$ cat config.mk
export PLATFORM = sky130hd
export DESIGN_NAME = rtc_ctl
export DESIGN_NICKNAME = d
export VERILOG_FILES = /design/src/rtc_ctl_pkg.sv /design/src/rtc_ctl.sv
export SDC_FILE = /design/constraint.sdc
export NUM_CORES = 1
export LEC_CHECK = 0
export BUFFER_PORTS_ARGS = -buffer_cell sky130_fd_sc_hd__buf_2
export CORE_MARGIN = 2
export CORE_UTILIZATION = 37
export CTS_CLUSTER_SIZE = 24
export DETAILED_ROUTE_END_ITERATION = 10
export PLACE_DENSITY_LB_ADDON = 0.2
export REMOVE_ABC_BUFFERS = 1
export SLEW_MARGIN = 20
export SYNTH_ARGS = -nofsm -noshare
export SYNTH_HDL_FRONTEND = slang
export SYNTH_SLANG_ARGS = --single-unit
$ cat constraint.sdc
create_clock -name ref_clk_i -period 3.7 [get_ports ref_clk_i]
set_input_delay 0.185 -clock ref_clk_i [delete_from_list [all_inputs] [get_ports ref_clk_i]]
set_output_delay 0.185 -clock ref_clk_i [all_outputs]
set_load 0.01 [all_outputs]
$ cat src/rtc_ctl_pkg.sv
package rtc_ctl_pkg;

    // ============================================================
    // Register map: the host address space is 7 bits wide.
    localparam int             ADDR_W              = 7;
    localparam logic [6:0]     OFS_SEC             = 7'h00;
    localparam logic [6:0]     OFS_SEC_ALARM       = 7'h01;
    localparam logic [6:0]     OFS_MIN             = 7'h02;
    localparam logic [6:0]     OFS_MIN_ALARM       = 7'h03;
    localparam logic [6:0]     OFS_HOUR            = 7'h04;
    localparam logic [6:0]     OFS_HOUR_ALARM      = 7'h05;
    localparam logic [6:0]     OFS_RATE_CTRL       = 7'h0a;
    localparam logic [6:0]     OFS_CLOCK_CONTROL   = 7'h0b;
    localparam logic [6:0]     OFS_INTERRUPT_FLAGS = 7'h0c;
    localparam logic [6:0]     OFS_BACKUP_STATUS   = 7'h0d;
    localparam logic [6:0]     OFS_RAM_FIRST       = 7'h0e;
    localparam logic [6:0]     OFS_EXT_FIRST       = 7'h40;
    localparam logic [6:0]     OFS_EXT_FLAGS       = 7'h4a;
    localparam logic [6:0]     OFS_EXT_ENABLES     = 7'h4b;
    localparam int             RAM_DEPTH           = 114;

    // ============================================================
    // Field positions in the clock control register.
    localparam int             CC_FREEZE           = 7;
    localparam int             CC_PER_EN           = 6;
    localparam int             CC_ALM_EN           = 5;
    localparam int             CC_UPD_EN           = 4;
    localparam int             CC_SQW_EN           = 3;
    localparam int             CC_DATA_FMT         = 2;
    localparam int             CC_HOUR24           = 1;
    localparam int             CC_DST_EN           = 0;

    // Field positions in the rate control and extended registers.
    localparam int             RC_PENDING          = 7;
    localparam int             RC_BANK             = 4;
    localparam int             EXT_WAKEUP          = 0;
    localparam int             EXT_KICKSTART       = 1;
    localparam int             EXT_RAM_CLEAR       = 2;
    localparam int             EXT_FORCE_32K       = 5;

    // ============================================================
    // Reset values and match constants.
    localparam logic [7:0]     RST_CLOCK_CONTROL   = 8'h08;
    localparam logic [6:0]     RST_RATE_CTRL       = 7'h20;
    localparam logic [1:0]     ALARM_ANY           = 2'h3;
    localparam logic [7:0]     LAST_SEC_BCD        = 8'h59;
    localparam logic [7:0]     LAST_SEC_BIN        = 8'h3b;
    localparam logic [7:0]     HOUR_ONE            = 8'h01;
    localparam logic [3:0]     RATE_NONE           = 4'h0;

endpackage

$ cat src/rtc_ctl.sv
`timescale 1ns/1ps
`default_nettype none

// Summary of operation
// - Freeze blocks user time updates; else advance
// - Freeze rising clears update-ended enable
// - Periodic flag always sets; enable gates interrupt
// - Alarm on time match; 11xxxxxx matches all
// - Square wave follows enable; forced on at power-up
// - Data format bit selects binary or BCD
// - Hour format bit selects 24 or 12 hours
// - April first Sunday skips 2 AM hour
// - October last Sunday falls back once only
// - Sunday test at midnight; none when disabled
// - Summary flag ORs six flag enable pairs
// - Periodic flag sets on selected tap edge
// - Alarm flag on match; update flag per update
// - Flag read latched, cleared, new events kept
// - Flag register low nibble reads zero
// - Valid bit from backup supplies; rest zero
// - Extended flags clear only by writing zero
// - Enabling a set flag asserts interrupt immediately
// - Interrupt held while any enabled flag set
// - User RAM always accessible; 114 bytes bank 0
// - Bank select bit maps bank 0 or 1
// - Force 32 kHz overrides rate select
module rtc_ctl (
    // Clock and reset.
    input  wire logic        ref_clk_i,
    input  wire logic        reset_i,

    // Host register port.
    input  wire logic [6:0]  addr_i,
    input  wire logic [7:0]  wr_data_i,
    input  wire logic        wr_en_i,
    input  wire logic        rd_en_i,
    output logic      [7:0]  rd_data_o,

    // Divider chain and timekeeping counters.
    input  wire logic [15:1] rate_tap_i,
    input  wire logic        tap_32khz_i,
    input  wire logic        update_pending_i,
    input  wire logic        update_done_i,
    input  wire logic [7:0]  count_sec_i,
    input  wire logic [7:0]  count_min_i,
    input  wire logic [7:0]  count_hour_i,
    input  wire logic        midnight_i,
    input  wire logic        first_sunday_april_i,
    input  wire logic        last_sunday_october_i,

    // Extended event sources.
    input  wire logic        wakeup_event_i,
    input  wire logic        kickstart_event_i,
    input  wire logic        ram_clear_event_i,

    // Backup supply comparators (asynchronous pins).
    input  wire logic        vbat_ok_i,
    input  wire logic        vbaux_ok_i,

    // Controls to the timekeeping counters.
    output logic             freeze_o,
    output logic             data_format_select_o,
    output logic             hour_24_o,
    output logic      [2:0]  divider_ctrl_o,
    output logic             dst_skip_hour_o,
    output logic             dst_fall_back_o,

    // Pins.
    output logic             square_wave_out_o,
    output logic             irq_n_o
);

    // ============================================================
    // State.
    typedef struct packed {
        logic [7:0] ctrl;
        logic [6:0] rate_ctrl;
        logic       periodic_flag;
        logic       alarm_flag;
        logic       update_done_flag;
        logic [2:0] ext_flags;
        logic [2:0] ext_en;
        logic       force_32khz_out;
        logic [7:0] user_sec;
        logic [7:0] user_min;
        logic [7:0] user_hour;
        logic [7:0] alarm_sec;
        logic [7:0] alarm_min;
        logic [7:0] alarm_hour;
        logic       tap_prev;
        logic       spring_armed;
        logic       fall_armed;
        logic [1:0] supply_s1;
        logic [1:0] supply_s2;
        logic [7:0] rd_data;
        logic       irq_n;
        logic       square_wave_out;
        logic       dst_skip;
        logic       dst_back;
    } state_t;

    localparam int RAM_DEPTH = rtc_ctl_pkg::RAM_DEPTH;

    state_t     cur;
    state_t     next_state;
    // User RAM is not reset, so its bytes survive a reset.
    logic [7:0] user_ram [RAM_DEPTH];

    // ============================================================
    // Helpers.

    // An alarm byte matches its time byte or holds the any-value code.
    function automatic logic alarm_match(input logic [7:0] alarm, input logic [7:0] value);
        alarm_match = (alarm[7:6] == rtc_ctl_pkg::ALARM_ANY) || (alarm == value);
    endfunction

    // Summary of the six flag and enable pairs.
    function automatic logic any_irq(input state_t s);
        any_irq = (s.periodic_flag & s.ctrl[rtc_ctl_pkg::CC_PER_EN])
                | (s.alarm_flag & s.ctrl[rtc_ctl_pkg::CC_ALM_EN])
                | (s.update_done_flag & s.ctrl[rtc_ctl_pkg::CC_UPD_EN])
                | (|(s.ext_flags & s.ext_en));
    endfunction

    // Last second of a minute, in the selected data format.
    function automatic logic is_last_sec(input logic [7:0] value, input logic binary);
        is_last_sec = binary ? (value == rtc_ctl_pkg::LAST_SEC_BIN)
                             : (value == rtc_ctl_pkg::LAST_SEC_BCD);
    endfunction

    // ============================================================
    // Address decode for the host port.
    logic       in_ram;
    logic       in_ext;
    logic [6:0] ram_index;
    logic       bank1;

    always_comb begin
        bank1     = cur.rate_ctrl[rtc_ctl_pkg::RC_BANK];
        // In bank 1 the upper 64 bytes become extended registers.
        // bank select decode
        in_ext    = bank1 && (addr_i >= rtc_ctl_pkg::OFS_EXT_FIRST);
        in_ram    = (addr_i >= rtc_ctl_pkg::OFS_RAM_FIRST) && !in_ext;
        ram_index = addr_i - rtc_ctl_pkg::OFS_RAM_FIRST;
    end

    // ============================================================
    // Next-state logic.
    logic       wr_ctrl;
    logic       rd_flags;
    logic       alarm_hit;
    logic       periodic_edge;
    logic       tap_now;
    logic       one_59_59;
    logic [7:0] read_value;

    always_comb begin
        next_state = cur;

        wr_ctrl  = wr_en_i && (addr_i == rtc_ctl_pkg::OFS_CLOCK_CONTROL);
        rd_flags = rd_en_i && (addr_i == rtc_ctl_pkg::OFS_INTERRUPT_FLAGS);

        // Backup supply pins pass two flip-flops before use.
        next_state.supply_s1 = {vbaux_ok_i, vbat_ok_i};
        next_state.supply_s2 = cur.supply_s1;

        // Clock control register; formats are never touched internally.
        // data format stored
        if (wr_ctrl) begin
            next_state.ctrl = wr_data_i;
            if (wr_data_i[rtc_ctl_pkg::CC_FREEZE] && !cur.ctrl[rtc_ctl_pkg::CC_FREEZE]) begin
                next_state.ctrl[rtc_ctl_pkg::CC_UPD_EN] = 1'b0;
            end
        end

        // Rate control, time, alarm and extended enable registers.
        if (wr_en_i) begin
            if (addr_i == rtc_ctl_pkg::OFS_RATE_CTRL) begin
                next_state.rate_ctrl = wr_data_i[6:0];
            end else if (addr_i == rtc_ctl_pkg::OFS_SEC) begin
                next_state.user_sec = wr_data_i;
            end else if (addr_i == rtc_ctl_pkg::OFS_MIN) begin
                next_state.user_min = wr_data_i;
            end else if (addr_i == rtc_ctl_pkg::OFS_HOUR) begin
                next_state.user_hour = wr_data_i;
            end else if (addr_i == rtc_ctl_pkg::OFS_SEC_ALARM) begin
                next_state.alarm_sec = wr_data_i;
            end else if (addr_i == rtc_ctl_pkg::OFS_MIN_ALARM) begin
                next_state.alarm_min = wr_data_i;
            end else if (addr_i == rtc_ctl_pkg::OFS_HOUR_ALARM) begin
                next_state.alarm_hour = wr_data_i;
            end else if (in_ext && (addr_i == rtc_ctl_pkg::OFS_EXT_ENABLES)) begin
                next_state.ext_en          = wr_data_i[2:0];
                next_state.force_32khz_out = wr_data_i[rtc_ctl_pkg::EXT_FORCE_32K];
            end
        end

        if (update_done_i && !cur.ctrl[rtc_ctl_pkg::CC_FREEZE]) begin
            next_state.user_sec  = count_sec_i;
            next_state.user_min  = count_min_i;
            next_state.user_hour = count_hour_i;
        end

        tap_now            = (cur.rate_ctrl[3:0] != rtc_ctl_pkg::RATE_NONE)
                             && rate_tap_i[cur.rate_ctrl[3:0]];
        next_state.tap_prev = tap_now;
        periodic_edge      = tap_now && !cur.tap_prev;

        alarm_hit = update_done_i
                    && alarm_match(cur.alarm_sec, count_sec_i)
                    && alarm_match(cur.alarm_min, count_min_i)
                    && alarm_match(cur.alarm_hour, count_hour_i);

        // Flags: a flag read clears them at the end of the strobe, and an
        // event in that same cycle is posted after the clear.
        // clear on read, set wins
        if (rd_flags) begin
            next_state.periodic_flag    = 1'b0;
            next_state.alarm_flag       = 1'b0;
            next_state.update_done_flag = 1'b0;
        end

        if (periodic_edge) begin
            next_state.periodic_flag = 1'b1;
        end

        if (alarm_hit) begin
            next_state.alarm_flag = 1'b1;
        end
        if (update_done_i) begin
            next_state.update_done_flag = 1'b1;
        end

        if (wr_en_i && in_ext && (addr_i == rtc_ctl_pkg::OFS_EXT_FLAGS)) begin
            next_state.ext_flags = cur.ext_flags & wr_data_i[2:0];
        end

        // Events set their extended flag after any clear by write.
        next_state.ext_flags[rtc_ctl_pkg::EXT_WAKEUP] =
            next_state.ext_flags[rtc_ctl_pkg::EXT_WAKEUP] | wakeup_event_i;
        next_state.ext_flags[rtc_ctl_pkg::EXT_KICKSTART] =
            next_state.ext_flags[rtc_ctl_pkg::EXT_KICKSTART] | kickstart_event_i;
        next_state.ext_flags[rtc_ctl_pkg::EXT_RAM_CLEAR] =
            next_state.ext_flags[rtc_ctl_pkg::EXT_RAM_CLEAR] | ram_clear_event_i;

        if (midnight_i) begin
            next_state.spring_armed = cur.ctrl[rtc_ctl_pkg::CC_DST_EN] && first_sunday_april_i;
            next_state.fall_armed   = cur.ctrl[rtc_ctl_pkg::CC_DST_EN] && last_sunday_october_i;
        end

        // Adjustments fire when the counters show 1:59:59 in the morning.
        one_59_59 = update_done_i
                    && (count_hour_i == rtc_ctl_pkg::HOUR_ONE)
                    && is_last_sec(count_min_i, cur.ctrl[rtc_ctl_pkg::CC_DATA_FMT])
                    && is_last_sec(count_sec_i, cur.ctrl[rtc_ctl_pkg::CC_DATA_FMT]);

        next_state.dst_skip = 1'b0;
        next_state.dst_back = 1'b0;
        if (one_59_59 && cur.ctrl[rtc_ctl_pkg::CC_DST_EN]) begin
            if (cur.spring_armed) begin
                next_state.dst_skip     = 1'b1;
                next_state.spring_armed = 1'b0;
            end

            if (cur.fall_armed) begin
                next_state.dst_back   = 1'b1;
                next_state.fall_armed = 1'b0;
            end
        end

        next_state.irq_n = !any_irq(next_state);

        if (cur.force_32khz_out) begin
            next_state.square_wave_out = tap_32khz_i;
        end else begin
            next_state.square_wave_out = cur.ctrl[rtc_ctl_pkg::CC_SQW_EN] && tap_now;
        end

        // Read data, valid only in the cycle after the strobe.
        read_value = 8'h00;
        if (addr_i == rtc_ctl_pkg::OFS_SEC) begin
            read_value = cur.user_sec;
        end else if (addr_i == rtc_ctl_pkg::OFS_SEC_ALARM) begin
            read_value = cur.alarm_sec;
        end else if (addr_i == rtc_ctl_pkg::OFS_MIN) begin
            read_value = cur.user_min;
        end else if (addr_i == rtc_ctl_pkg::OFS_MIN_ALARM) begin
            read_value = cur.alarm_min;
        end else if (addr_i == rtc_ctl_pkg::OFS_HOUR) begin
            read_value = cur.user_hour;
        end else if (addr_i == rtc_ctl_pkg::OFS_HOUR_ALARM) begin
            read_value = cur.alarm_hour;
        end else if (addr_i == rtc_ctl_pkg::OFS_RATE_CTRL) begin
            // Pending update reads low while frozen.
            read_value = {update_pending_i && !cur.ctrl[rtc_ctl_pkg::CC_FREEZE],
                          cur.rate_ctrl};
        end else if (addr_i == rtc_ctl_pkg::OFS_CLOCK_CONTROL) begin
            read_value = cur.ctrl;
        end else if (addr_i == rtc_ctl_pkg::OFS_INTERRUPT_FLAGS) begin
            read_value = {any_irq(cur), cur.periodic_flag, cur.alarm_flag,
                          cur.update_done_flag, 4'h0};
        end else if (addr_i == rtc_ctl_pkg::OFS_BACKUP_STATUS) begin
            read_value = {|cur.supply_s2, 7'h00};
        end else if (in_ext && (addr_i == rtc_ctl_pkg::OFS_EXT_FLAGS)) begin
            read_value = {5'h00, cur.ext_flags};
        end else if (in_ext && (addr_i == rtc_ctl_pkg::OFS_EXT_ENABLES)) begin
            read_value = {2'h0, cur.force_32khz_out, 2'h0, cur.ext_en};
        end else if (in_ram) begin
            read_value = user_ram[ram_index];
        end

        // Outside a read the data lines rest at zero.
        next_state.rd_data = rd_en_i ? read_value : 8'h00;
    end

    // ============================================================
    // State register; power-up forces square-wave enable on.
    always_ff @(posedge ref_clk_i) begin
        if (reset_i) begin
            cur                 <= '0;
            cur.ctrl            <= rtc_ctl_pkg::RST_CLOCK_CONTROL;
            cur.rate_ctrl       <= rtc_ctl_pkg::RST_RATE_CTRL;
            cur.irq_n           <= 1'b1;
        end else begin
            cur <= next_state;
        end
    end

    // User RAM stays open to the host during update cycles.
    // RAM writes always allowed
    always_ff @(posedge ref_clk_i) begin
        if (wr_en_i && in_ram) begin
            user_ram[ram_index] <= wr_data_i;
        end
    end

    // ============================================================
    // Outputs, all straight from the state register.
    // No logic sits here, so outputs move only on a clock edge.
    assign rd_data_o            = cur.rd_data;
    assign irq_n_o              = cur.irq_n;
    assign square_wave_out_o    = cur.square_wave_out;
    assign freeze_o             = cur.ctrl[rtc_ctl_pkg::CC_FREEZE];
    assign data_format_select_o = cur.ctrl[rtc_ctl_pkg::CC_DATA_FMT];
    assign hour_24_o            = cur.ctrl[rtc_ctl_pkg::CC_HOUR24];
    assign divider_ctrl_o       = cur.rate_ctrl[6:4];
    assign dst_skip_hour_o      = cur.dst_skip;
    assign dst_fall_back_o      = cur.dst_back;

endmodule

`default_nettype wire

# Word level (Yosys, flattened, before mapping)
# Memories as Yosys holds them, arrays and structs flattened.
# Cells that the tools add are included.
[op_classes]
addsub = 1
mul = 0
n_div = 0
n_lt_le_gt_ge = 3
n_eq_ne = 25
shift = 0
muxes = 54
bitwise_logic = 27
reduce_logical = 50
[op_table]
columns = ["op", "n"]
rows = [
  ["8-bit two-way mux", 20],
  ["52-bit two-way mux", 2],
  ["24-bit two-way mux", 2],
  ["40-bit two-way mux", 1],
  ["32-bit two-way mux", 1],
  ["7-bit by 4-bit equality test with 1-bit output (second input constant)", 4],
  ["4-bit two-way mux", 7],
  ["8-bit equality test", 3],
  ["1-bit logical AND", 24],
  ["8-bit by 6-bit equality test with 1-bit output (second input constant)", 2],
  ["8-bit by 7-bit equality test with 1-bit output (second input constant)", 2],
  ["16-bit two-way mux", 1],
  ["7-bit by 2-bit equality test with 1-bit output (second input constant)", 2],
  ["7-bit by 3-bit equality test with 1-bit output (second input constant)", 2],
  ["7-bit equality test (second input constant)", 2],
  ["1-bit two-way mux", 14],
  ["3-bit bitwise AND", 3],
  ["1-bit NOT", 9],
  ["1-bit bitwise OR", 9],
  ["9-bit AND reduction", 1],
  ["8-bit by 1-bit equality test with 1-bit output (second input constant)", 1],
  ["8-bit AND reduction", 1],
  ["2-bit nonzero test", 4],
  ["7-bit by 1-bit equality test with 1-bit output (second input constant)", 1],
  ["other kinds (23)", 42],
]
[word_totals]
regBits = 92
latch_bits = 0
ramBits = 912
rom_bits = 0
inputBits = 69
out_inout_bits = 18
word_cells = 186
memories = 1
[memory_table]
columns = ["memory", "words", "word_bits", "read_ports", "rd_ports_with_merged_regs", "wr", "line", "source"]
rows = [
  ["user_ram", 114, 8, 1, 0, 1, "rtc_ctl.sv:107", "logic [7:0] user_ram [RAM_DEPTH];"],
]

# Depth between registers and ports, before layout
# Gate-level depths: netlist of the first run.
[logic_depth]
depth_word = 17
depth_mapped = 18
depth_no_buf = 10

# Worst setup path before layout of the first run
# OpenSTA, ideal clock, no wires.
[synth_path]
kind = "input -> register"
from = "input addr_i[1]"
to = "register cur (netlist bit rd_data_o[6])"
setup_time_ns = 0.123
arrival_ns = 3.206
t_required_ns = 3.577
path_slack_ns = 0.371
stages = 18
n_path_buf = 9
path_cell_list = "buf_4 buf_6 inv_1 buf_2 buf_1 ha_1 clkbuf_1 buf_4 buf_4 buf_4 buf_2 mux4_2 nand2_1 a21oi_1 o31ai_1 nor2_1 a21oi_1 a21oi_1"
[synth_via]
elab_chain_cells = 17
word_cells_on_any_way = 34
cone_classes = "1 x add/sub; 2 x order compare; 11 x eq/ne; 13 x mux; 6 x reduce/logical; 1 x memory"
[synth_lines]
columns = ["item", "line", "source"]
rows = [
  ["start: declaration", "rtc_ctl.sv:33", "input wire logic [6:0] addr_i,"],
  ["branches (longest 16 deep; another with memory 114 x 8 bit)", "--", ""],
  ["8-bit two-way mux (*)", "rtc_ctl.sv:281", "if (addr_i == rtc_ctl_pkg::OFS_SEC) begin"],
  ["end signal: assignment", "rtc_ctl.sv:325", "cur <= next_state;"],
  ["end: declaration", "rtc_ctl.sv:104", "state_t cur;"],
]
# Every way passes the cells marked *.
# A chain may end at the register's enable or synchronous reset.

# Worst setup path in the final report of the first run
[layout_path]
from = "input addr_i[2]"
to = "register cur (netlist bit rd_data_o[2])"
# Same word-level chain as after synthesis.

==> flow_metrics.env, run 1 <==
export IMPL_outcome="complete, no violations"
export IMPL_synth_area_leaders="edfxtp_1 67%, mux4_2 11%, dfxtp_1 4.5%"
export IMPL_grt_usage_pct=20.0
export IMPL_hold_start="wr_data_i[1]"
export IMPL_rsz0062_at_grt="no"
export IMPL_comb_power_share_pct=7.2
export IMPL_synth_ff_type="edfxtp_1"
export IMPL_first_pass_iters=5
export IMPL_die_x_um=336
export IMPL_vias=22800
export IMPL_ys_types=74
export IMPL_finalCritPeriodShare_pct=75.5
export IMPL_drc=0
export IMPL_viasPerCell=5.49
export IMPL_detail_route_antenna_nets=0
export IMPL_startpoint_type="input pin"
export IMPL_cts_tree="built"
export IMPL_path_class="input pin to flop"
export IMPL_tightest_slew_ps=1050
export IMPL_drive_above_1_share_pct=26.0
export IMPL_area_growth_pct=17.0
export IMPL_switching_share_pct=22.4
export IMPL_fp_coreArea_um2=109000
export IMPL_wirelength_mm=114
export IMPL_seq_power_share_pct=50.7
export IMPL_p_total_mw=24.6
export IMPL_ff2ff_path_depth=7
export IMPL_syn_area_um2=40900
export IMPL_path_clk_slew_ps=60
export IMPL_ys_seq_area_share_pct=71.5
export IMPL_grt_pass1_wl_mm=164
export IMPL_fp_dieArea_um2=113000
export IMPL_required_ps=4230
export IMPL_syn_avg_cell_area_um2=17.9
export IMPL_rr_startpoint="divider_ctrl_o[0]"
export IMPL_post_cts_buffers=0
export IMPL_hold_violations=0
export IMPL_timing_rr_end="rd_data_o[6]"
export IMPL_holdPathStages=1
export IMPL_layout_cells_non_filler=4151
export IMPL_yosysTopAreaCellShare_pct=67.0
export IMPL_setup_violations=0
export IMPL_holdWs_ps=38.0
export IMPL_antenna_found_initial=4
export IMPL_initialDrtViolationCount=2282
export IMPL_finalMaxSlewViolations=0
export IMPL_cp_end_kind="flop"
export IMPL_grt_start_max_net_pins=123
export IMPL_maxCapViolations=0
export IMPL_slew_headroom_pct=29.7
export IMPL_portBuffers=86
export IMPL_top_level_ports=87
export IMPL_worst_ep_arrival_time_ps=3330
export IMPL_grt_pass1_vias=23200
export IMPL_synth_edf_count=912
export IMPL_path_max_fanout=53
export IMPL_start_util_pct=37.4
export IMPL_cts_buffers=105
export IMPL_syn_inst=2288
export IMPL_die_h_um=336
export IMPL_nets=2657
export IMPL_dp_cells=3911
export IMPL_period_minus_slack_ps=2790
export IMPL_synth_top_cell_by_area="edfxtp_1"
export IMPL_clockBufferDepth=3
export IMPL_synthArstFlopShare_pct=0
export IMPL_setup_tns_ps=0
export IMPL_synthTopCellsByCount="912 x edfxtp_1, 204 x mux4_2, 204 x nor2_1"
export IMPL_skew_ps=28.6
export IMPL_internal_power_mw=19.1
export IMPL_clkLatencyLatePin_ps=680
export IMPL_p_leak_nw=15.9
export IMPL_r2r_slack_ps=920
export IMPL_hold_buffers=39
export IMPL_clock_fmax_mhz=358
export IMPL_ir_worst_vdd_mv=0.334
export IMPL_ys_ff_latch=1004
export IMPL_synth_most_common_cell="edfxtp_1"
export IMPL_rows=121
export IMPL_htree_levels=3
export IMPL_routabilityCongestion=0.891
export IMPL_wl_per_cell_um=27.3
export IMPL_powerDensity_nw_per_um2=515
export IMPL_cts_root_buf="clkbuf_16"
export IMPL_clock_sinks=1004
export IMPL_cts_resized=0
export IMPL_overflow=0
export IMPL_ys_warn_count=0
export IMPL_hp_class="input pin to flop"
export IMPL_min_to="user_ram[31][1]"
export IMPL_post_route_util_pct=43.8
export IMPL_dp_hpwl_mm=73.2
export IMPL_switchingPower_mw=5.50
export IMPL_power_frac_clock_pct=42.1
==> how the worst max path moves through the flow <==
stage	from	end	slack, ps	cells after the start
2_1_floorplan	addr_i[1]	rd_data_o[0]	-3610	10
3_3_place_gp	addr_i[2]	rd_data_o[2]	210	11
3_5_place_dp	addr_i[2]	rd_data_o[2]	230	11
4_1_cts	cur[77]	irq_n_o	950	7
5_1_grt	divider_ctrl_o[0]	rd_data_o[6]	800	7
6_report	addr_i[2]	rd_data_o[2]	910	11
==> area by class of cell <==
cell class,count,area [um^2]
Antenna cell,2,5.00
Multi-Input combinational cell,1125,10700
Timing Repair Buffer,333,2620
Clock buffer,136,2830
Clock inverter,61,557
Fill cell,9520,61300
Inverter,14,52.6
Tap cell,1476,1850
Sequential cell,1004,29200
==> metal layers <==
layer	up-vias	part of all wire, %	wire [um]	track usage (%)
li1	9816	-	-	-
met1	12000	44	49600	28.0
met2	861	48	54200	32.4
met3	150	6.7	7550	3.74
met4	4	1.9	2190	4.89
met5	-	0.025	28	0
==> registers in the layout (all words and copies together) (netlist names) <==
name,count
irq_n_o,1
rd_data_o,8
hour_24_o,1
divider_ctrl_o,3
data_format_select_o,1
square_wave_out_o,1
user_ram,912
cur,74
dst_fall_back_o,1
dst_skip_hour_o,1
freeze_o,1
==> worst max-delay path, cell delays in order <==
cell and delay [ps]:
buf_2 260, inv_1 160, ha_4 480, buf_12 380, buf_4 320, mux2i_1 390, o221ai_1 180, o21ai_0 500
o211ai_1 180, a21oi_1 160, o21ai_1 80
==> through the flow <==
stage / worst slack [ps] / area, um^2
3_3_place_gp: 209 / 44000
2_1_floorplan: -3610 / 40000
5_1_grt: 802 / 47800
3_5_place_dp: 233 / 44000
4_1_cts: 954 / 47800
6_report: 905 / 47800
==> power by group through the flow <==
stage                     clock (mW)  combinational [mW]  sequential (mW)
after floorplan                    0               0.845             12.7
after global routing            11.0                1.88             12.5
after CTS                       10.6                1.79             12.5
after global placement             0                1.73             12.7
final                           10.4                1.78             12.5
after detailed placement           0                1.75             12.7
==> logic make-up after synthesis <==
logic type,Yosys count,synth area share (%)
compound gates,288,4.65
mux,406,16.3
xor+xnor,31,0.683
simple gates,395,4.33
buf+inv,159,2.38
flops,1004,71.5
fa+ha+maj,5,0.153
==> cells in the final DEF, fill, tap and decap left out, types with 22 or more instances in the layout <==
master,count
nor2_1,204
nand2_1,83
o22ai_1,52
edfxtp_1,912
nand3_1,26
o21ai_0,37
dlygate4sd3_1,40
mux2i_1,170
buf_2,76
buf_4,200
clkbuf_1,24
dfxtp_1,92
a21oi_1,67
clkinv_1,22
mux2_2,30
a211oi_1,31
clkbuf_16,106
mux4_2,204
(Power assumes the default switching activity.)
==> run 2, diff against run 1 <==
--- a/config.mk
+++ b/config.mk
@@ -5,6 +5,7 @@
 export SDC_FILE = /design/constraint.sdc
 export NUM_CORES = 1
 export LEC_CHECK = 0
+export ABC_AREA = 1
 export BUFFER_PORTS_ARGS = -buffer_cell sky130_fd_sc_hd__buf_2
 export CORE_MARGIN = 2
 export CORE_UTILIZATION = 37
==> constraint.sdc (replaced) <==
create_clock -name ref_clk_i -period 2.74 [get_ports ref_clk_i]
set_input_delay 0.137 -clock ref_clk_i [delete_from_list [all_inputs] [get_ports ref_clk_i]]
set_output_delay 0.137 -clock ref_clk_i [all_outputs]
set_load 0.01 [all_outputs]
==> run 2 against run 1 <==
Against the previous run:
- synthesized cell count rose by 50%
- via count rose by 25%
- utilization rose by 1.9 points
- global-route usage rose by 2.1 points
- synthesized area fell by 0.21%
- sequential share of layout area fell by 2.6 points
- non-clock buffer count rose by 223
- setup slack got worse by 680 ps
- design area rose by 4.4%
- wire length rose by 9.8%
- largest power group unchanged
- highest routed layer unchanged
==> flow_metrics.env, run 2 <==
export IMPL_rsz0062_at_grt="no"
export IMPL_synth_simple_gate_area_share_pct=17.3
export IMPL_htree_levels=3
export IMPL_syn_inst=3443
export IMPL_layout_cells_non_filler=5488
export IMPL_vias=28600
export IMPL_start_util_pct=37.4
export IMPL_path_max_fanout=16
export IMPL_portBuffers=86
export IMPL_switchingPower_mw=7.97
export IMPL_yosysTopAreaCellShare_pct=67.1
export IMPL_p_leak_nw=18.0
export IMPL_synth_ff_type="edfxtp_1"
export IMPL_slew_headroom_pct=47.1
export IMPL_switching_share_pct=23.5
export IMPL_wl_per_cell_um=22.7
export IMPL_dp_slack_ps=-673
export IMPL_comb_power_share_pct=8.7
export IMPL_period_minus_slack_ps=2510
export IMPL_rows=121
export IMPL_clock_fmax_mhz=398
export IMPL_hp_class="input pin to flop"
export IMPL_top_register="user_ram"
export IMPL_clkLatencyLatePin_ps=680
export IMPL_finalMaxSlewViolations=0
export IMPL_top_level_ports=87
export IMPL_ys_warn_count=0
export IMPL_powerDensity_nw_per_um2=680
export IMPL_detail_route_antenna_nets=0
export IMPL_path_class="input pin to flop"
export IMPL_synthTopCellsByCount="912 x edfxtp_1, 850 x nand2_1, 320 x nor2_1"
export IMPL_overflow=0
export IMPL_die_x_um=336
export IMPL_setup_violations=0
export IMPL_wirelength_mm=125
export IMPL_synth_top_cell_by_area="edfxtp_1"
export IMPL_dp_cells=5248
export IMPL_seq_power_share_pct=49.6
export IMPL_synth_most_common_cell="edfxtp_1"
export IMPL_largest_reg_flops=912
export IMPL_setup_slack_ps=229
export IMPL_skew_ps=26.8
export IMPL_cts_tree="built"
export IMPL_ir_worst_vdd_mv=0.523
export IMPL_viasPerCell=5.21
export IMPL_grt_pass1_wl_mm=184
export IMPL_cts_buffers=105
export IMPL_initialDrtViolationCount=2731
export IMPL_syn_avg_cell_area_um2=11.8
export IMPL_cts_root_buf="clkbuf_16"
export IMPL_holdWs_ps=26.6
export IMPL_internal_power_mw=26.0
export IMPL_path_clk_slew_ps=60
export IMPL_tightest_slew_ps=793
export IMPL_die_h_um=336
export IMPL_synth_edf_count=912
export IMPL_ys_ff_latch=1004
export IMPL_drive_above_1_share_pct=17.9
export IMPL_syn_area_um2=40800
export IMPL_yosys_area_share_xor_xnor_pct=0.387
export IMPL_hold_violations=0
export IMPL_power_frac_clock_pct=41.7
export IMPL_antenna_found_initial=2
export IMPL_grt_usage_pct=22.1
export IMPL_synthArstFlopShare_pct=0
export IMPL_routabilityCongestion=0.877
export IMPL_synth_top_family_by_area="simple AND/OR/NAND/NOR gates"
export IMPL_ys_seq_area_share_pct=71.7
export IMPL_worst_ep_arrival_time_ps=3070
export IMPL_nets=3999
export IMPL_cp_end_kind="flop"
export IMPL_synth_area_leaders="edfxtp_1 67%, nand2_1 7.8%, dfxtp_1 4.5%"
export IMPL_synthMuxAreaShare_pct=0
export IMPL_dp_hpwl_mm=80.8
export IMPL_grt_pass1_vias=27600
export IMPL_area_growth_pct=22.4
export IMPL_grt_start_max_net_pins=120
export IMPL_ys_types=52
export IMPL_synth_compound_area_share_pct=6.31
export IMPL_mostFrequentLayoutCells="912 x edfxtp_1, 850 x nand2_1, 371 x buf_4"
export IMPL_maxCapViolations=0
export IMPL_required_ps=3300
export IMPL_clock_sinks=1004
export IMPL_finalCritPeriodShare_pct=91.6
export IMPL_drc=0
export IMPL_fp_coreArea_um2=109000
export IMPL_fp_dieArea_um2=113000
export IMPL_synth_fa_ha_area_share_pct=0.153
export IMPL_clockBufferDepth=3
export IMPL_startpoint_type="input pin"
export IMPL_outcome="complete, no violations"
export IMPL_first_pass_iters=5
export IMPL_final_common_cell="edfxtp_1"
[run 2: timing repair]
item,in CTS,in global routing
hold buffers,46,0
setup endpoints to repair,1,5
pin swaps,0,1
buffers inserted,0,0
hold endpoints to repair,102,0
resized for setup,1,6
[run 2: path summary, 6_finish.rpt]
kind | startpoint | slack (ps) | depth (start not counted) | endpoint
worst max-delay path | addr_i[2] | 230 | 18 | rd_data_o[3]
worst min-delay path | reset_i | 30 | 3 | cur[87]
worst max register to register | user_ram[32][4] | 230 | 17 | rd_data_o[4]
worst min register to register | cur[15] | 420 | 2 | cur[13]
[run 2: kinds of logic (layout without fill, tap and decap cells)]
family                   Yosys count  in the layout
adder cells (fa/ha/maj)            5              5
buffers and inverters            378            946
AO/OA/AOI/OAI                    432            432
AND/OR/NAND/NOR                 1609           1609
other                              0              1
XOR/XNOR                          15             15
flip-flops                      1004           1004
[run 2: critical path, cell delays in order]
cell and delay [ps]:
buf_2 210, inv_1 120, ha_4 260, inv_4 170
buf_12 210, buf_4 180, nand3_1 120, o211ai_1 150
nand2_1 180, o21ai_1 450, nand4_1 170, buf_4 160
nand2_1 50, nand2_1 50, nand2_1 110, nand4_1 110
nand2_1 100, a21oi_1 80
[run 2: power groups by stage]
stage	combinational (mW)	sequential (mW)	clock, mW
final	2.95	16.8	14.2
after CTS	2.95	16.8	14.4
after global placement	2.89	17.2	0
after detailed placement	2.89	17.2	0
after global routing	3.18	16.8	15.0
after floorplan	1.13	17.2	0
[run 2: final cells by class]
type | count | area, um^2
inverter | 197 | 754
multi-input combinational | 2061 | 9860
sequential | 1004 | 29200
fill | 9974 | 59200
tap | 1476 | 1850
antenna | 1 | 2.50
clock buffer | 134 | 2820
clock inverter | 59 | 544
timing repair buffer | 556 | 4860
[run 2: metrics by stage]
stage                     power (mW)  TNS, ps  instance area, um^2  util [%]
after global routing            35.0        0                49900      45.7
final                           34.0        0                49900      45.7
after floorplan                 18.3   -33200                39800         -
after detailed placement        20.1    -2990                46100      42.2
after CTS                       34.2        0                49900      45.7
after global placement          20.1    -3040                46100      42.2
[run 2: metal layers]
metal  vias up  share of wire (%)  GRT usage, %
li1      13200                  -             -
met1     14100                 44          31.1
met2      1008                 46          34.9
met3       216                6.6          3.71
met4         2                3.1          6.98
met5         -              0.010             0
==> run 3, diff against run 2 <==
==> constraint.sdc (replaced) <==
create_clock -name ref_clk_i -period 2.74 [get_ports ref_clk_i]
set_input_delay 0.274 -clock ref_clk_i [delete_from_list [all_inputs] [get_ports ref_clk_i]]
set_output_delay 0.274 -clock ref_clk_i [all_outputs]
set_load 0.01 [all_outputs]
==> run 3 against run 2 <==
Against the previous run:
- fmax is 2.5% lower
- clock power is 5% lower
- critical path depth is 2 higher
- register-to-register slack worse by 50 ps
- critical path type unchanged
- clock skew is 1.4 ps lower
- total power is 2.0% lower
- highest routed layer is now met4
==> flow_metrics.env, run 3 (synthesized netlist as in run 2, its figures left out) <==
export IMPL_dp_slack_ps=-675
export IMPL_wirelength_mm=124
export IMPL_startpoint_type="input pin"
export IMPL_maxCapViolations=0
export IMPL_path_max_fanout=17
export IMPL_dp_hpwl_mm=79.8
export IMPL_start_util_pct=37.4
export IMPL_viasPerCell=5.14
export IMPL_required_ps=3290
export IMPL_tightest_slew_ps=777
export IMPL_setup_tns_ps=0
export IMPL_hp_class="input pin to flop"
export IMPL_finalMaxSlewViolations=0
export IMPL_die_x_um=336
export IMPL_drive_above_1_share_pct=18.3
export IMPL_grt_pass1_vias=27400
export IMPL_final_common_cell="edfxtp_1"
export IMPL_setup_violations=0
export IMPL_outcome="complete, no violations"
export IMPL_hold_violations=0
export IMPL_finalCritPeriodShare_pct=94.0
export IMPL_vias=28200
export IMPL_grt_busiest_layer="met2"
export IMPL_clock_fmax_mhz=388
export IMPL_first_pass_iters=8
export IMPL_drc=0
export IMPL_wl_per_cell_um=22.5
export IMPL_top_register="user_ram"
export IMPL_grt_use_met3_pct=3.11
export IMPL_clockBufferDepth=3
export IMPL_worst_ep_arrival_time_ps=3130
export IMPL_path_class="input pin to flop"
export IMPL_clock_sinks=1004
export IMPL_overflow=0
export IMPL_rows=121
export IMPL_initialDrtViolationCount=2784
export IMPL_fp_dieArea_um2=113000
export IMPL_path_clk_slew_ps=60
export IMPL_slew_headroom_pct=48.2
export IMPL_cts_buffers=104
export IMPL_skew_ps=25.4
export IMPL_nets=4011
export IMPL_routabilityCongestion=0.881
export IMPL_met1_usage_pct=31.1
export IMPL_grt_usage_pct=21.8
export IMPL_post_cts_buffers=0
export IMPL_antenna_found_initial=1
export IMPL_setup_slack_ps=165
export IMPL_powerDensity_nw_per_um2=668
export IMPL_ir_worst_vdd_mv=0.525
export IMPL_cts_tree="built"
export IMPL_mostFrequentLayoutCells="912 x edfxtp_1, 850 x nand2_1, 399 x buf_4"
export IMPL_die_h_um=336
export IMPL_grt_start_max_net_pins=121
export IMPL_htree_levels=3
export IMPL_diodes=0
export IMPL_grt_use_met2_pct=35.1
export IMPL_portBuffers=86
export IMPL_clkLatencyLatePin_ps=680
export IMPL_cts_root_buf="clkbuf_16"
export IMPL_cp_end_kind="flop"
export IMPL_area_growth_pct=22.1
export IMPL_post_route_util_pct=45.6
export IMPL_largest_reg_flops=912
export IMPL_rsz0062_at_grt="no"
export IMPL_period_minus_slack_ps=2580
export IMPL_detail_route_antenna_nets=0
export IMPL_top_level_ports=87
export IMPL_grt_pass1_wl_mm=183
export IMPL_fp_coreArea_um2=109000
export IMPL_p_leak_nw=18.0
[run 3: cell type report]
type,count,area [um^2]
clock buffer,143,2880
clock inverter,45,327
fill,10100,59400
inverter,197,754
multi-input combinational,2061,9850
sequential,1004,29200
tap,1476,1850
timing repair buffer,569,4910
[run 3: worst paths after layout]
path                    from  slack, ps               to  cells past startpoint
max                addr_i[1]        160     rd_data_o[3]                     20
max reg2reg  user_ram[73][3]        180     rd_data_o[3]                     14
min reg2reg          cur[15]        450          cur[13]                      2
min             wr_data_i[6]         40  user_ram[66][6]                      1
[run 3: through the flow]
step                total power [mW]  std cells  instance area [um^2]  hold WS [ps]
finish                          33.3       5495                 49800          37.6
detailed placement              20.1       5275                 46300           444
global placement                20.1       5275                 46300           449
floorplan                       18.3       3262                 39800           343
global route                    34.3       5495                 49800          10.6
CTS                             33.5       5495                 49800          2.09
[run 3: worst max-delay path: stages]
cell      delay (ps)
buf_2            110
buf_12           140
buf_4            160
nand2_4          120
inv_6             80
buf_12           160
nand2_1           60
nand4_1          120
o211ai_1         290
nand2_1          150
o21ai_0          350
buf_4            210
nand4_1          150
buf_4            190
nand2_1           60
nand2_1           50
nand2_1          120
nand4_1          100
nand2_1          120
a21oi_1           90
[run 3: report_power, final]
part,internal [mW],switching [mW],total [mW]
Clock,7.67,5.81,13.5
Sequential,16.8,0.0422,16.8
Combinational,1.00,1.94,2.94
[run 3: repair_timing]
item | CTS | global route
gates resized for setup | 0 | 2
setup endpoints to repair | 0 | 2
hold endpoints to repair | 31 | 0
hold buffers | 32 | 0
[run 3: routing by layer]
layer	vias up	part of all wire [%]	routed length (um)
met4	0	2.4	2960
met1	13900	46	56300
met2	890	46	57500
met3	179	5.7	7020
met5	-	0	0
li1	13200	-	-
